File: src/hdl/tta_consts.svh
// Constants of the trigger timing alignment block
`ifndef TTA_CONSTS_SVH
`define TTA_CONSTS_SVH
`define TTA_CLK_MHZ 50
`define TTA_CLK_NS 20
`define TTA_BC_NS 25
`define TTA_DELAY_BITS 6
`define TTA_DELAY_STEP_PS 500
`define TTA_DELAY_SPAN_NS 25
`define TTA_PP_WIDTH_NS 100
`define TTA_PP_WIDTH_MIN_NS 50
`define TTA_PP_WIDTH_MAX_NS 300
`define TTA_PP_WIDTH_CYC ((`TTA_PP_WIDTH_NS + `TTA_CLK_NS - 1) / `TTA_CLK_NS)
`define TTA_PP_LEAD_NS (50 - 2 * `TTA_BC_NS)
`define TTA_PP_LEAD_RAW ((`TTA_PP_LEAD_NS + `TTA_CLK_NS - 1) / `TTA_CLK_NS)
`define TTA_PP_LEAD_CYC ((`TTA_PP_LEAD_RAW > 1) ? `TTA_PP_LEAD_RAW : 1)
`define TTA_SETTLE_US 1000
`define TTA_SETTLE_CYC (`TTA_SETTLE_US * `TTA_CLK_MHZ)
`define TTA_ADC_BITS 8
`define TTA_INH_BITS 12
`define TTA_SWITCH_BITS 5
`define TTA_REG_CTRL 4'h0
`define TTA_REG_DELAY 4'h1
`define TTA_REG_L1SEL 4'h2
`define TTA_REG_ORBSEL 4'h3
`define TTA_REG_INHIBIT 4'h4
`define TTA_REG_L1CONST 4'h5
`define TTA_REG_ORBCONST 4'h6
`define TTA_REG_STATUS 4'h7
`define TTA_REG_RESULT 4'h8
`define TTA_CTRL_START 0
`define TTA_CTRL_TEST 1
`define TTA_CTRL_EMUL 2
`endif

File: src/hdl/tta_pkg.sv
// Types of the trigger timing alignment block
package tta_pkg;
   typedef enum logic [1:0] {
      TTA_SEL_TRIG = 2'h0,
      TTA_SEL_TRIG_REG = 2'h1,
      TTA_SEL_EMUL = 2'h2,
      TTA_SEL_EMUL_REG = 2'h3
   } tta_sel_t;
   typedef enum logic [2:0] {
      TTA_ST_IDLE = 3'h0,
      TTA_ST_SET = 3'h1,
      TTA_ST_SETTLE = 3'h3,
      TTA_ST_CONV = 3'h2,
      TTA_ST_EVAL = 3'h6,
      TTA_ST_L1 = 3'h7,
      TTA_ST_ORB = 3'h5
   } tta_state_t;
endpackage : tta_pkg

File: src/hdl/tta_link_if.sv
// Link between alignment logic and its controller
`timescale 1ns/1ps
`include "tta_consts.svh"
interface tta_link_if;
   logic [`TTA_DELAY_BITS-1:0] delay_code;
   tta_pkg::tta_sel_t l1_sel;
   tta_pkg::tta_sel_t orbit_sel;
   logic test_sel;
   logic [`TTA_INH_BITS-1:0] inhibit_delay;
   logic conv_req;
   logic [`TTA_ADC_BITS-1:0] adc_result;
   logic adc_done;
   modport dev (input delay_code, l1_sel, orbit_sel, test_sel, inhibit_delay, conv_req,
                output adc_result, adc_done);
   modport ctl (output delay_code, l1_sel, orbit_sel, test_sel, inhibit_delay, conv_req,
                input adc_result, adc_done);
endinterface : tta_link_if

File: src/hdl/tta_controller.sv
// Controller end: registers and automatic delay scan
`timescale 1ns/1ps
`include "tta_consts.svh"
module tta_controller #(
   parameter int DELAY_BITS = `TTA_DELAY_BITS,
   parameter int ADC_BITS = `TTA_ADC_BITS,
   parameter int SETTLE_CYC = `TTA_SETTLE_CYC
) (
   input wire logic clock,
   input wire logic reset_n,
   tta_link_if.ctl link,
   input wire logic [`TTA_SWITCH_BITS-1:0] front_panel_phase_switch,
   input wire logic [3:0] avs_address,
   input wire logic avs_read,
   input wire logic avs_write,
   input wire logic [31:0] avs_writedata,
   output logic [31:0] avs_readdata,
   output logic avs_waitrequest
);
   localparam logic [DELAY_BITS-1:0] DMAX = '1;
   logic [DELAY_BITS-1:0] dly_q, dly_d, dmax_q, dmax_d, dmin_q, dmin_d;
   logic [ADC_BITS-1:0] vmax_q, vmax_d, vmin_q, vmin_d, last_q, last_d;
   tta_pkg::tta_sel_t l1_q, l1_d, orb_q, orb_d;
   tta_pkg::tta_state_t st_q, st_d;
   logic [DELAY_BITS:0] l1c_q, l1c_d, orc_q, orc_d, sum;
   logic [`TTA_INH_BITS-1:0] inh_q, inh_d;
   logic [16:0] cnt_q, cnt_d;
   logic test_q, test_d, emul_q, emul_d, req_q, req_d, done_q, done_d;
   logic wait_q, wait_d;
   logic [31:0] rd_q, rd_d;
   logic wr_take, rd_take, busy;

   assign busy = (st_q != tta_pkg::TTA_ST_IDLE);
   assign wr_take = avs_write && !wait_q;
   assign rd_take = avs_read && wait_q;

   always_comb begin
      wait_d = wait_q ? !(avs_read || avs_write) : 1'b1;
      rd_d = rd_q;
      if (rd_take) begin
         case (avs_address)
            `TTA_REG_CTRL: rd_d = {29'h0, emul_q, test_q, busy};
            `TTA_REG_DELAY: rd_d = {26'h0, dly_q};
            `TTA_REG_L1SEL: rd_d = {30'h0, l1_q};
            `TTA_REG_ORBSEL: rd_d = {30'h0, orb_q};
            `TTA_REG_INHIBIT: rd_d = {20'h0, inh_q};
            `TTA_REG_L1CONST: rd_d = {25'h0, l1c_q};
            `TTA_REG_ORBCONST: rd_d = {25'h0, orc_q};
            `TTA_REG_STATUS: rd_d = {22'h0, front_panel_phase_switch, 3'h0, done_q, busy};
            `TTA_REG_RESULT: rd_d = {4'h0, dmax_q, dmin_q, vmax_q, last_q};
            default: rd_d = 32'h0;
         endcase
      end
   end

   always_comb begin
      st_d = st_q;
      dly_d = dly_q;
      l1_d = l1_q;
      orb_d = orb_q;
      l1c_d = l1c_q;
      orc_d = orc_q;
      inh_d = inh_q;
      test_d = test_q;
      emul_d = emul_q;
      cnt_d = cnt_q;
      req_d = 1'b0;
      done_d = done_q;
      dmax_d = dmax_q;
      dmin_d = dmin_q;
      vmax_d = vmax_q;
      vmin_d = vmin_q;
      last_d = last_q;
      sum = '0;
      if (wr_take && !busy) begin
         case (avs_address)
            `TTA_REG_CTRL: begin
               test_d = avs_writedata[`TTA_CTRL_TEST];
               emul_d = avs_writedata[`TTA_CTRL_EMUL];
               if (avs_writedata[`TTA_CTRL_START]) begin
                  st_d = tta_pkg::TTA_ST_SET;
                  dly_d = '0;
                  test_d = 1'b1;
                  done_d = 1'b0;
                  vmax_d = '0;
                  vmin_d = '1;
               end
            end
            `TTA_REG_DELAY: dly_d = avs_writedata[DELAY_BITS-1:0];
            `TTA_REG_L1SEL: l1_d = tta_pkg::tta_sel_t'(avs_writedata[1:0]);
            `TTA_REG_ORBSEL: orb_d = tta_pkg::tta_sel_t'(avs_writedata[1:0]);
            `TTA_REG_INHIBIT: inh_d = avs_writedata[`TTA_INH_BITS-1:0];
            `TTA_REG_L1CONST: l1c_d = avs_writedata[DELAY_BITS:0];
            `TTA_REG_ORBCONST: orc_d = avs_writedata[DELAY_BITS:0];
            default: ;
         endcase
      end
      case (st_q)
         tta_pkg::TTA_ST_IDLE: ;
         tta_pkg::TTA_ST_SET: begin
            cnt_d = 17'(SETTLE_CYC - 1);
            st_d = tta_pkg::TTA_ST_SETTLE;
         end
         tta_pkg::TTA_ST_SETTLE: begin
            if (cnt_q == 17'h0) begin
               req_d = 1'b1;
               st_d = tta_pkg::TTA_ST_CONV;
            end else begin
               cnt_d = cnt_q - 17'h1;
            end
         end
         tta_pkg::TTA_ST_CONV: begin
            if (link.adc_done) begin
               last_d = link.adc_result;
               st_d = tta_pkg::TTA_ST_EVAL;
            end
         end
         tta_pkg::TTA_ST_EVAL: begin
            if (last_q > vmax_q) begin
               vmax_d = last_q;
               dmax_d = dly_q;
            end
            if (last_q < vmin_q) begin
               vmin_d = last_q;
               dmin_d = dly_q;
            end
            if (dly_q == DMAX) begin
               st_d = tta_pkg::TTA_ST_L1;
               test_d = 1'b0;
               dly_d = (dmax_d < dmin_d) ? dmax_d : dmin_d;
            end else begin
               dly_d = dly_q + 1'b1;
               st_d = tta_pkg::TTA_ST_SET;
            end
         end
         tta_pkg::TTA_ST_L1: begin
            sum = {1'b0, dly_q} + l1c_q;
            l1_d = tta_pkg::tta_sel_t'({emul_q, sum[DELAY_BITS-1]});
            st_d = tta_pkg::TTA_ST_ORB;
         end
         tta_pkg::TTA_ST_ORB: begin
            sum = {1'b0, dly_q} + orc_q + (DELAY_BITS+1)'(front_panel_phase_switch);
            orb_d = tta_pkg::tta_sel_t'({emul_q, sum[DELAY_BITS-1]});
            done_d = 1'b1;
            st_d = tta_pkg::TTA_ST_IDLE;
         end
         default: st_d = tta_pkg::TTA_ST_IDLE;
      endcase
   end

   always_ff @(posedge clock or negedge reset_n) begin
      if (!reset_n) begin
         st_q <= tta_pkg::TTA_ST_IDLE;
         dly_q <= '0;
         l1_q <= tta_pkg::TTA_SEL_TRIG;
         orb_q <= tta_pkg::TTA_SEL_TRIG;
         l1c_q <= '0;
         orc_q <= '0;
         inh_q <= '0;
         test_q <= 1'b0;
         emul_q <= 1'b0;
         cnt_q <= 17'h0;
         req_q <= 1'b0;
         done_q <= 1'b0;
         dmax_q <= '0;
         dmin_q <= '0;
         vmax_q <= '0;
         vmin_q <= '1;
         last_q <= '0;
         wait_q <= 1'b1;
         rd_q <= 32'h0;
      end else begin
         st_q <= st_d;
         dly_q <= dly_d;
         l1_q <= l1_d;
         orb_q <= orb_d;
         l1c_q <= l1c_d;
         orc_q <= orc_d;
         inh_q <= inh_d;
         test_q <= test_d;
         emul_q <= emul_d;
         cnt_q <= cnt_d;
         req_q <= req_d;
         done_q <= done_d;
         dmax_q <= dmax_d;
         dmin_q <= dmin_d;
         vmax_q <= vmax_d;
         vmin_q <= vmin_d;
         last_q <= last_d;
         wait_q <= wait_d;
         rd_q <= rd_d;
      end
   end

   assign link.delay_code = dly_q;
   assign link.l1_sel = l1_q;
   assign link.orbit_sel = orb_q;
   assign link.test_sel = test_q;
   assign link.inhibit_delay = inh_q;
   assign link.conv_req = req_q;
   assign avs_readdata = rd_q;
   assign avs_waitrequest = wait_q;
endmodule : tta_controller

File: src/flat_wrapper.sv
// flat-port wrapper written by rule: the top's interface ports become plain ports
module tta_controller_flat 
#(
   parameter int DELAY_BITS = `TTA_DELAY_BITS,
   parameter int ADC_BITS = `TTA_ADC_BITS,
   parameter int SETTLE_CYC = `TTA_SETTLE_CYC
)
  (clock, reset_n, front_panel_phase_switch, avs_address, avs_read, avs_write, avs_writedata, avs_readdata, avs_waitrequest, link_delay_code, link_l1_sel, link_orbit_sel, link_test_sel, link_inhibit_delay, link_conv_req, link_adc_result, link_adc_done);
  tta_link_if link_i ();
  input wire logic clock;
  input wire logic reset_n;
  input wire logic [`TTA_SWITCH_BITS-1:0] front_panel_phase_switch;
  input wire logic [3:0] avs_address;
  input wire logic avs_read;
  input wire logic avs_write;
  input wire logic [31:0] avs_writedata;
  output logic [31:0] avs_readdata;
  output logic avs_waitrequest;
  output wire logic [$bits(link_i.delay_code)-1:0] link_delay_code;
  output wire logic [$bits(link_i.l1_sel)-1:0] link_l1_sel;
  output wire logic [$bits(link_i.orbit_sel)-1:0] link_orbit_sel;
  output wire logic [$bits(link_i.test_sel)-1:0] link_test_sel;
  output wire logic [$bits(link_i.inhibit_delay)-1:0] link_inhibit_delay;
  output wire logic [$bits(link_i.conv_req)-1:0] link_conv_req;
  input wire logic [$bits(link_i.adc_result)-1:0] link_adc_result;
  input wire logic [$bits(link_i.adc_done)-1:0] link_adc_done;
  assign link_delay_code = link_i.delay_code;
  assign link_l1_sel = link_i.l1_sel;
  assign link_orbit_sel = link_i.orbit_sel;
  assign link_test_sel = link_i.test_sel;
  assign link_inhibit_delay = link_i.inhibit_delay;
  assign link_conv_req = link_i.conv_req;
  assign link_i.adc_result = link_adc_result;
  assign link_i.adc_done = link_adc_done;
  tta_controller #(.DELAY_BITS(DELAY_BITS), .ADC_BITS(ADC_BITS), .SETTLE_CYC(SETTLE_CYC)) u_core (.clock(clock), .reset_n(reset_n), .link(link_i), .front_panel_phase_switch(front_panel_phase_switch), .avs_address(avs_address), .avs_read(avs_read), .avs_write(avs_write), .avs_writedata(avs_writedata), .avs_readdata(avs_readdata), .avs_waitrequest(avs_waitrequest));
endmodule
File: config.mk
export PLATFORM = sky130hd
export DESIGN_NAME = tta_controller_flat
export DESIGN_NICKNAME = d
export VERILOG_FILES = /design/src/hdl/tta_pkg.sv /design/src/hdl/tta_link_if.sv /design/src/hdl/tta_controller.sv /design/src/flat_wrapper.sv
export VERILOG_INCLUDE_DIRS = /design/src /design/src/hdl
export SDC_FILE = /design/constraint.sdc
export NUM_CORES = 1
export LEC_CHECK = 0
export ABC_AREA = 1
export BUFFER_PORTS_ARGS = -buffer_cell sky130_fd_sc_hd__buf_2
export CORE_UTILIZATION = 57
export CTS_CLUSTER_DIAMETER = 80
export DETAILED_ROUTE_END_ITERATION = 8
export GPL_TIMING_DRIVEN = 0
export PLACE_DENSITY_LB_ADDON = 0.2
export SYNTH_ARGS = -nofsm -noshare
export SYNTH_HDL_FRONTEND = slang
export SYNTH_SLANG_ARGS = --single-unit
export TNS_END_PERCENT = 100
File: constraint.sdc
create_clock -name clock -period 3.5 [get_ports clock]
set_input_delay 1.05 -clock clock [delete_from_list [all_inputs] [get_ports clock]]
set_output_delay 1.05 -clock clock [all_outputs]
set_load 0.1 [all_outputs]
==> metrics list <==
- Port-buffer cells: 86
* Number of vias after detailed routing: 6021
- Broken down by cell family, the worst path's largest delay share belongs to simple AND/OR/NAND/NOR gates.
* Distinct cell type count after synthesis: 52
* Maximum clock frequency: 305.0 MHz
* FF+latch count, synth: 125
- Die footprint: 0.01231 sq mm
* Slowest-stage cell, CP: sky130_fd_sc_hd__dfrtp_1
- Hold crit path type: reg -> reg
- For this run, the total global-route usage over all layers was measured as 30.62%.
* Leakage dissipation: 4.176 nW
- The worst pin sits at a relative slew slack of 41.89%.
- Hold Fails Final Rpt: 0
- Setup violations remaining at the end of the flow were counted as 0.
- The number of antenna violations at the first check in global routing was 0.
- After layout, the minimum clock period comes to 3.278 ns.
- Post-Synthesis Cell Area: 0.006764 sq mm
* Largest stage delay on the critical path: 0.42 ns
- STA classifies the critical path endpoint as a flop.
- TritonCTS created 17 clock buffers.
- From synthesis to final layout, the design area changed by 19.42%.
- Count of hold buffers inserted by post-cts repair: 0
- Average size of a mapped cell: 8.239 sq um
- Proportion of synthesized chip area in sequential cells: 46.41%
- The H-tree generated during clock tree synthesis spans 4 levels.
- Vias in the first global route: 5872
- Max-cap violations: 0
* Worst IR drop on VDD: 0.6755 mV
- Max-slew violations: 0
- Combined area of the multi-input logic cells: 0.003157 sq mm
- Layout cells sized above 1: 19.68%
* Post-Syn Instances: 821
- Worst-margin pin slew: 0.8649 ns
- Timing analysis after detailed placement gives a worst setup slack of -0.1178 ns.
- Status: complete, no violations
- The core region is 0.01147 sq mm.
- The worst setup path is of the reg -> reg kind.
* Ratio of total power to cell area: 901.8 mW/mm^2
* Total number of nets in the final design: 1021
* Cell Chain, Critical Path: ha_1 > a21o_1 > nor2_1 > nand2_1 > nand2_1 > buf_4 > inv_1 > or2_1 > o21ai_1 > inv_1 > ha_4 > nand2_1 > nor2_1 > a211oi_4 > buf_4 > nand3_1 > nand3_1 > nand2_1 > nand2_1 > nand2_1
- Largest net degree at the start of global routing: 76
* Arrival time worst endpoint: 3.59 ns
- CP bufs+invs: 4
- Across the whole layout, storage elements account for 0.003142 sq mm.
- At the later pin of the worst-skew pair, clock insertion delay measures 0.43 ns.
* Effective utilization at floorplan: 58.99%
* # DRC: 0
- Post-route fraction of the period consumed by the critical path: 93.67%
- STA classifies the critical path startpoint as a flop.
- TritonCTS clock tree: built
* Post-detailed-routing wire length: 17590 um
- Cell mode on critical path: sky130_fd_sc_hd__nand2_1
* Per-cell via count in the routed design: 5.534
- For the worst setup path, the data required time is 3.81 ns.
- In this run the clock root is driven by a sky130_fd_sc_hd__clkbuf_16.
- After detailed routing, the average wire length per cell comes to 16.16 um.
- YS warnings: 0
* Number of top-level design ports: 111
- 0 antenna diodes ended up in the layout.
* Estimated wirelength of the detail-placed design: 12780 um
- In this run the worst path has a maximum fanout of 10.
- Max clock buf depth: 2
- Violation count after the first detailed-routing iteration: 492
- Clock slew at the register clock pins of the worst setup and hold paths: 0.06 ns
- The first detailed-routing pass took 6 iterations.
* Number of clock sinks seen by CTS: 125
- Number of nets still failing antenna checks after routing: 0
* Horizontal die dimension: 110.9 um
- Worst-case setup margin in the final layout: 0.2215 ns
* Weighted congestion at the end of routability-driven global placement: 0.9258
- GRT Residual Overflow: 0
- The first global-routing pass estimated 29230 um of wire.
- The floorplan has 39 rows.
* Max Clock Skew: 0.007795 ns
* Filler cell count: 940
- In this run the vertical extent of the chip is 110.9 um.
- On the final layout, the worst hold slack is 0.4742 ns.
[state kept, by name, indices dropped and copies added, names as in the netlist]
name                       cells
u_core.done_q                  1
u_core.link.inhibit_delay     12
u_core.last_q                  8
u_core.emul_q                  1
u_core.dmax_q                  6
u_core.link.conv_req           1
u_core.link.l1_sel             2
u_core.avs_readdata           28
u_core.orc_q                   7
u_core.dmin_q                  6
u_core.link.test_sel           1
u_core.cnt_q                  17
u_core.avs_waitrequest         1
u_core.link.delay_code         6
u_core.vmax_q                  8
u_core.st_q                    3
u_core.l1c_q                   7
u_core.vmin_q                  8
u_core.link.orbit_sel          2
[cell usage after synthesis (all sizes together)]
library cell / count / share of area, %
o311ai: 2 / 0.26
or2: 3 / 0.28
conb: 1 / 0.055
a21o: 4 / 0.44
o221ai: 1 / 0.13
ha: 30 / 5.5
buf: 9 / 0.94
a31oi: 4 / 0.37
a311oi: 1 / 0.13
dfrtp: 116 / 43
a22oi: 1 / 0.11
o21a: 2 / 0.22
a41oi: 1 / 0.13
xor2: 4 / 0.52
fa: 4 / 1.2
a22o: 1 / 0.13
clkbuf: 16 / 0.89
inv: 101 / 5.6
nor4: 2 / 0.18
o2111ai: 3 / 0.39
nand4: 1 / 0.093
nor2: 55 / 3.6
a211oi: 2 / 0.22
nand3b: 2 / 0.28
o22ai: 2 / 0.18
a21oi: 40 / 3.0
nand3: 57 / 4.6
clkinv: 1 / 0.055
o211ai: 1 / 0.11
nand2: 227 / 13
mux2: 8 / 1.3
xnor2: 2 / 0.26
dfstp: 9 / 3.5
o31ai: 7 / 0.78
a221oi: 7 / 0.91
a31o: 1 / 0.13
nor3: 11 / 1.5
o21ai: 82 / 6.1
[worst paths after layout]
kind	start	to	slack, ns	cells past startpoint
max in group asynchronous	reset_n	u_core.avs_waitrequest	2.19	2
worst min register to register	u_core.avs_readdata[25]	u_core.avs_readdata[25]	0.47	2
worst min-delay path	u_core.avs_readdata[25]	u_core.avs_readdata[25]	0.47	2
worst max-delay path	u_core.last_q[7]	u_core.link.delay_code[4]	0.22	20
min in group asynchronous	reset_n	u_core.avs_readdata[13]	0.56	1
worst max register to register	u_core.last_q[7]	u_core.link.delay_code[4]	0.22	20
[stage by stage]
step                      cells  instance area, sq um  power (mW)  utilization (%)  setup TNS [ns]
after floorplan             824                  6775       4.579                -               0
after global placement     1053                  7385       5.188            64.40          -24.55
after detailed placement   1054                  7418       5.275            64.69         -0.6318
after CTS                  1085                  8030       7.122            70.03               0
after global routing       1088                  8078       7.797            70.44        -0.06516
final                      1088                  8078       7.285            70.44               0
[placed cells by master (no fill, tap or decap), types with 3 or more instances in the layout]
cell type | netlist | final
sky130_fd_sc_hd__nor3_1 | 6 | 6
sky130_fd_sc_hd__dfrtp_1 | 116 | 114
sky130_fd_sc_hd__inv_2 | 6 | 6
sky130_fd_sc_hd__clkinvlp_4 | 0 | 5
sky130_fd_sc_hd__o21ai_1 | 10 | 12
sky130_fd_sc_hd__inv_1 | 95 | 95
sky130_fd_sc_hd__a21oi_1 | 40 | 40
sky130_fd_sc_hd__ha_1 | 30 | 29
sky130_fd_sc_hd__xor2_1 | 4 | 4
sky130_fd_sc_hd__a21o_1 | 4 | 4
sky130_fd_sc_hd__nand3_1 | 54 | 54
sky130_fd_sc_hd__o21ai_0 | 72 | 70
sky130_fd_sc_hd__clkbuf_1 | 16 | 16
sky130_fd_sc_hd__bufinv_16 | 0 | 3
sky130_fd_sc_hd__o2111ai_1 | 3 | 3
sky130_fd_sc_hd__o31ai_1 | 7 | 7
sky130_fd_sc_hd__a221oi_1 | 7 | 7
sky130_fd_sc_hd__nand2_2 | 9 | 9
sky130_fd_sc_hd__a31oi_1 | 4 | 4
sky130_fd_sc_hd__buf_4 | 5 | 8
sky130_fd_sc_hd__clkbuf_16 | 0 | 17
sky130_fd_sc_hd__clkinv_4 | 0 | 3
sky130_fd_sc_hd__nor2_4 | 5 | 5
sky130_fd_sc_hd__dfstp_2 | 9 | 9
sky130_fd_sc_hd__nor3_4 | 3 | 3
sky130_fd_sc_hd__nor2_1 | 49 | 48
sky130_fd_sc_hd__buf_2 | 3 | 88
sky130_fd_sc_hd__nand2_1 | 217 | 217
sky130_fd_sc_hd__fa_1 | 4 | 4
sky130_fd_sc_hd__mux2_2 | 8 | 8
sky130_fd_sc_hd__conb_1 | 1 | 4
[worst register-to-register path: stages, from the launching register on]
cell and delay, ns:
sky130_fd_sc_hd__dfrtp_1 0.42, sky130_fd_sc_hd__ha_1 0.34, sky130_fd_sc_hd__a21o_1 0.17, sky130_fd_sc_hd__nor2_1 0.12, sky130_fd_sc_hd__nand2_1 0.09, sky130_fd_sc_hd__nand2_1 0.08, sky130_fd_sc_hd__buf_4 0.16, sky130_fd_sc_hd__inv_1 0.12
sky130_fd_sc_hd__or2_1 0.24, sky130_fd_sc_hd__o21ai_1 0.14, sky130_fd_sc_hd__inv_1 0.11, sky130_fd_sc_hd__ha_4 0.27, sky130_fd_sc_hd__nand2_1 0.06, sky130_fd_sc_hd__nor2_1 0.06, sky130_fd_sc_hd__a211oi_4 0.26, sky130_fd_sc_hd__buf_4 0.18
sky130_fd_sc_hd__nand3_1 0.08, sky130_fd_sc_hd__nand3_1 0.10, sky130_fd_sc_hd__nand2_1 0.06, sky130_fd_sc_hd__nand2_1 0.06, sky130_fd_sc_hd__nand2_1 0.05
[cell families after synthesis]
group	synth area share (%)
AOI/OAI and AO/OA	13.67
xor gates and xnor gates	0.7769
adders and majority gates	6.733
buffers and inverters	7.492
DFF	46.41
muxes	1.332
other	0.05544
and+or+nand+nor	23.53
[power breakdown]
group	leakage, nW	switching, mW	internal (mW)
Sequential	1.59	0.334	1.85
Combinational	2.31	2.30	1.01
Clock	0.281	0.657	1.13
[cell type report]
type / instances / share of cell area, %
Sequential cell: 125 / 38.89
Clock buffer: 18 / 5.437
Tap cell: 143 / 2.215
Multi-Input combinational cell: 572 / 39.08
Clock inverter: 13 / 2.076
Inverter: 102 / 4.740
Buffer: 25 / 1.533
Timing Repair Buffer: 90 / 6.025
[metal layers]
layer  GRT usage, %  routed length (um)
met1          39.66                7407
met2          49.98                8536
met3          6.014                1198
met4          13.69                 445
met5              0                   0
[what timing repair did]
| item | 4_1_cts | 5_1_grt |
|---|---|---|
| pin swaps | 0 | 1 |
| resized for setup | 1 | 7 |
| endpoints found under the setup margin | 6 | 6 |
| buffers inserted | 0 | 3 |
(Power assumes the default switching activity.)
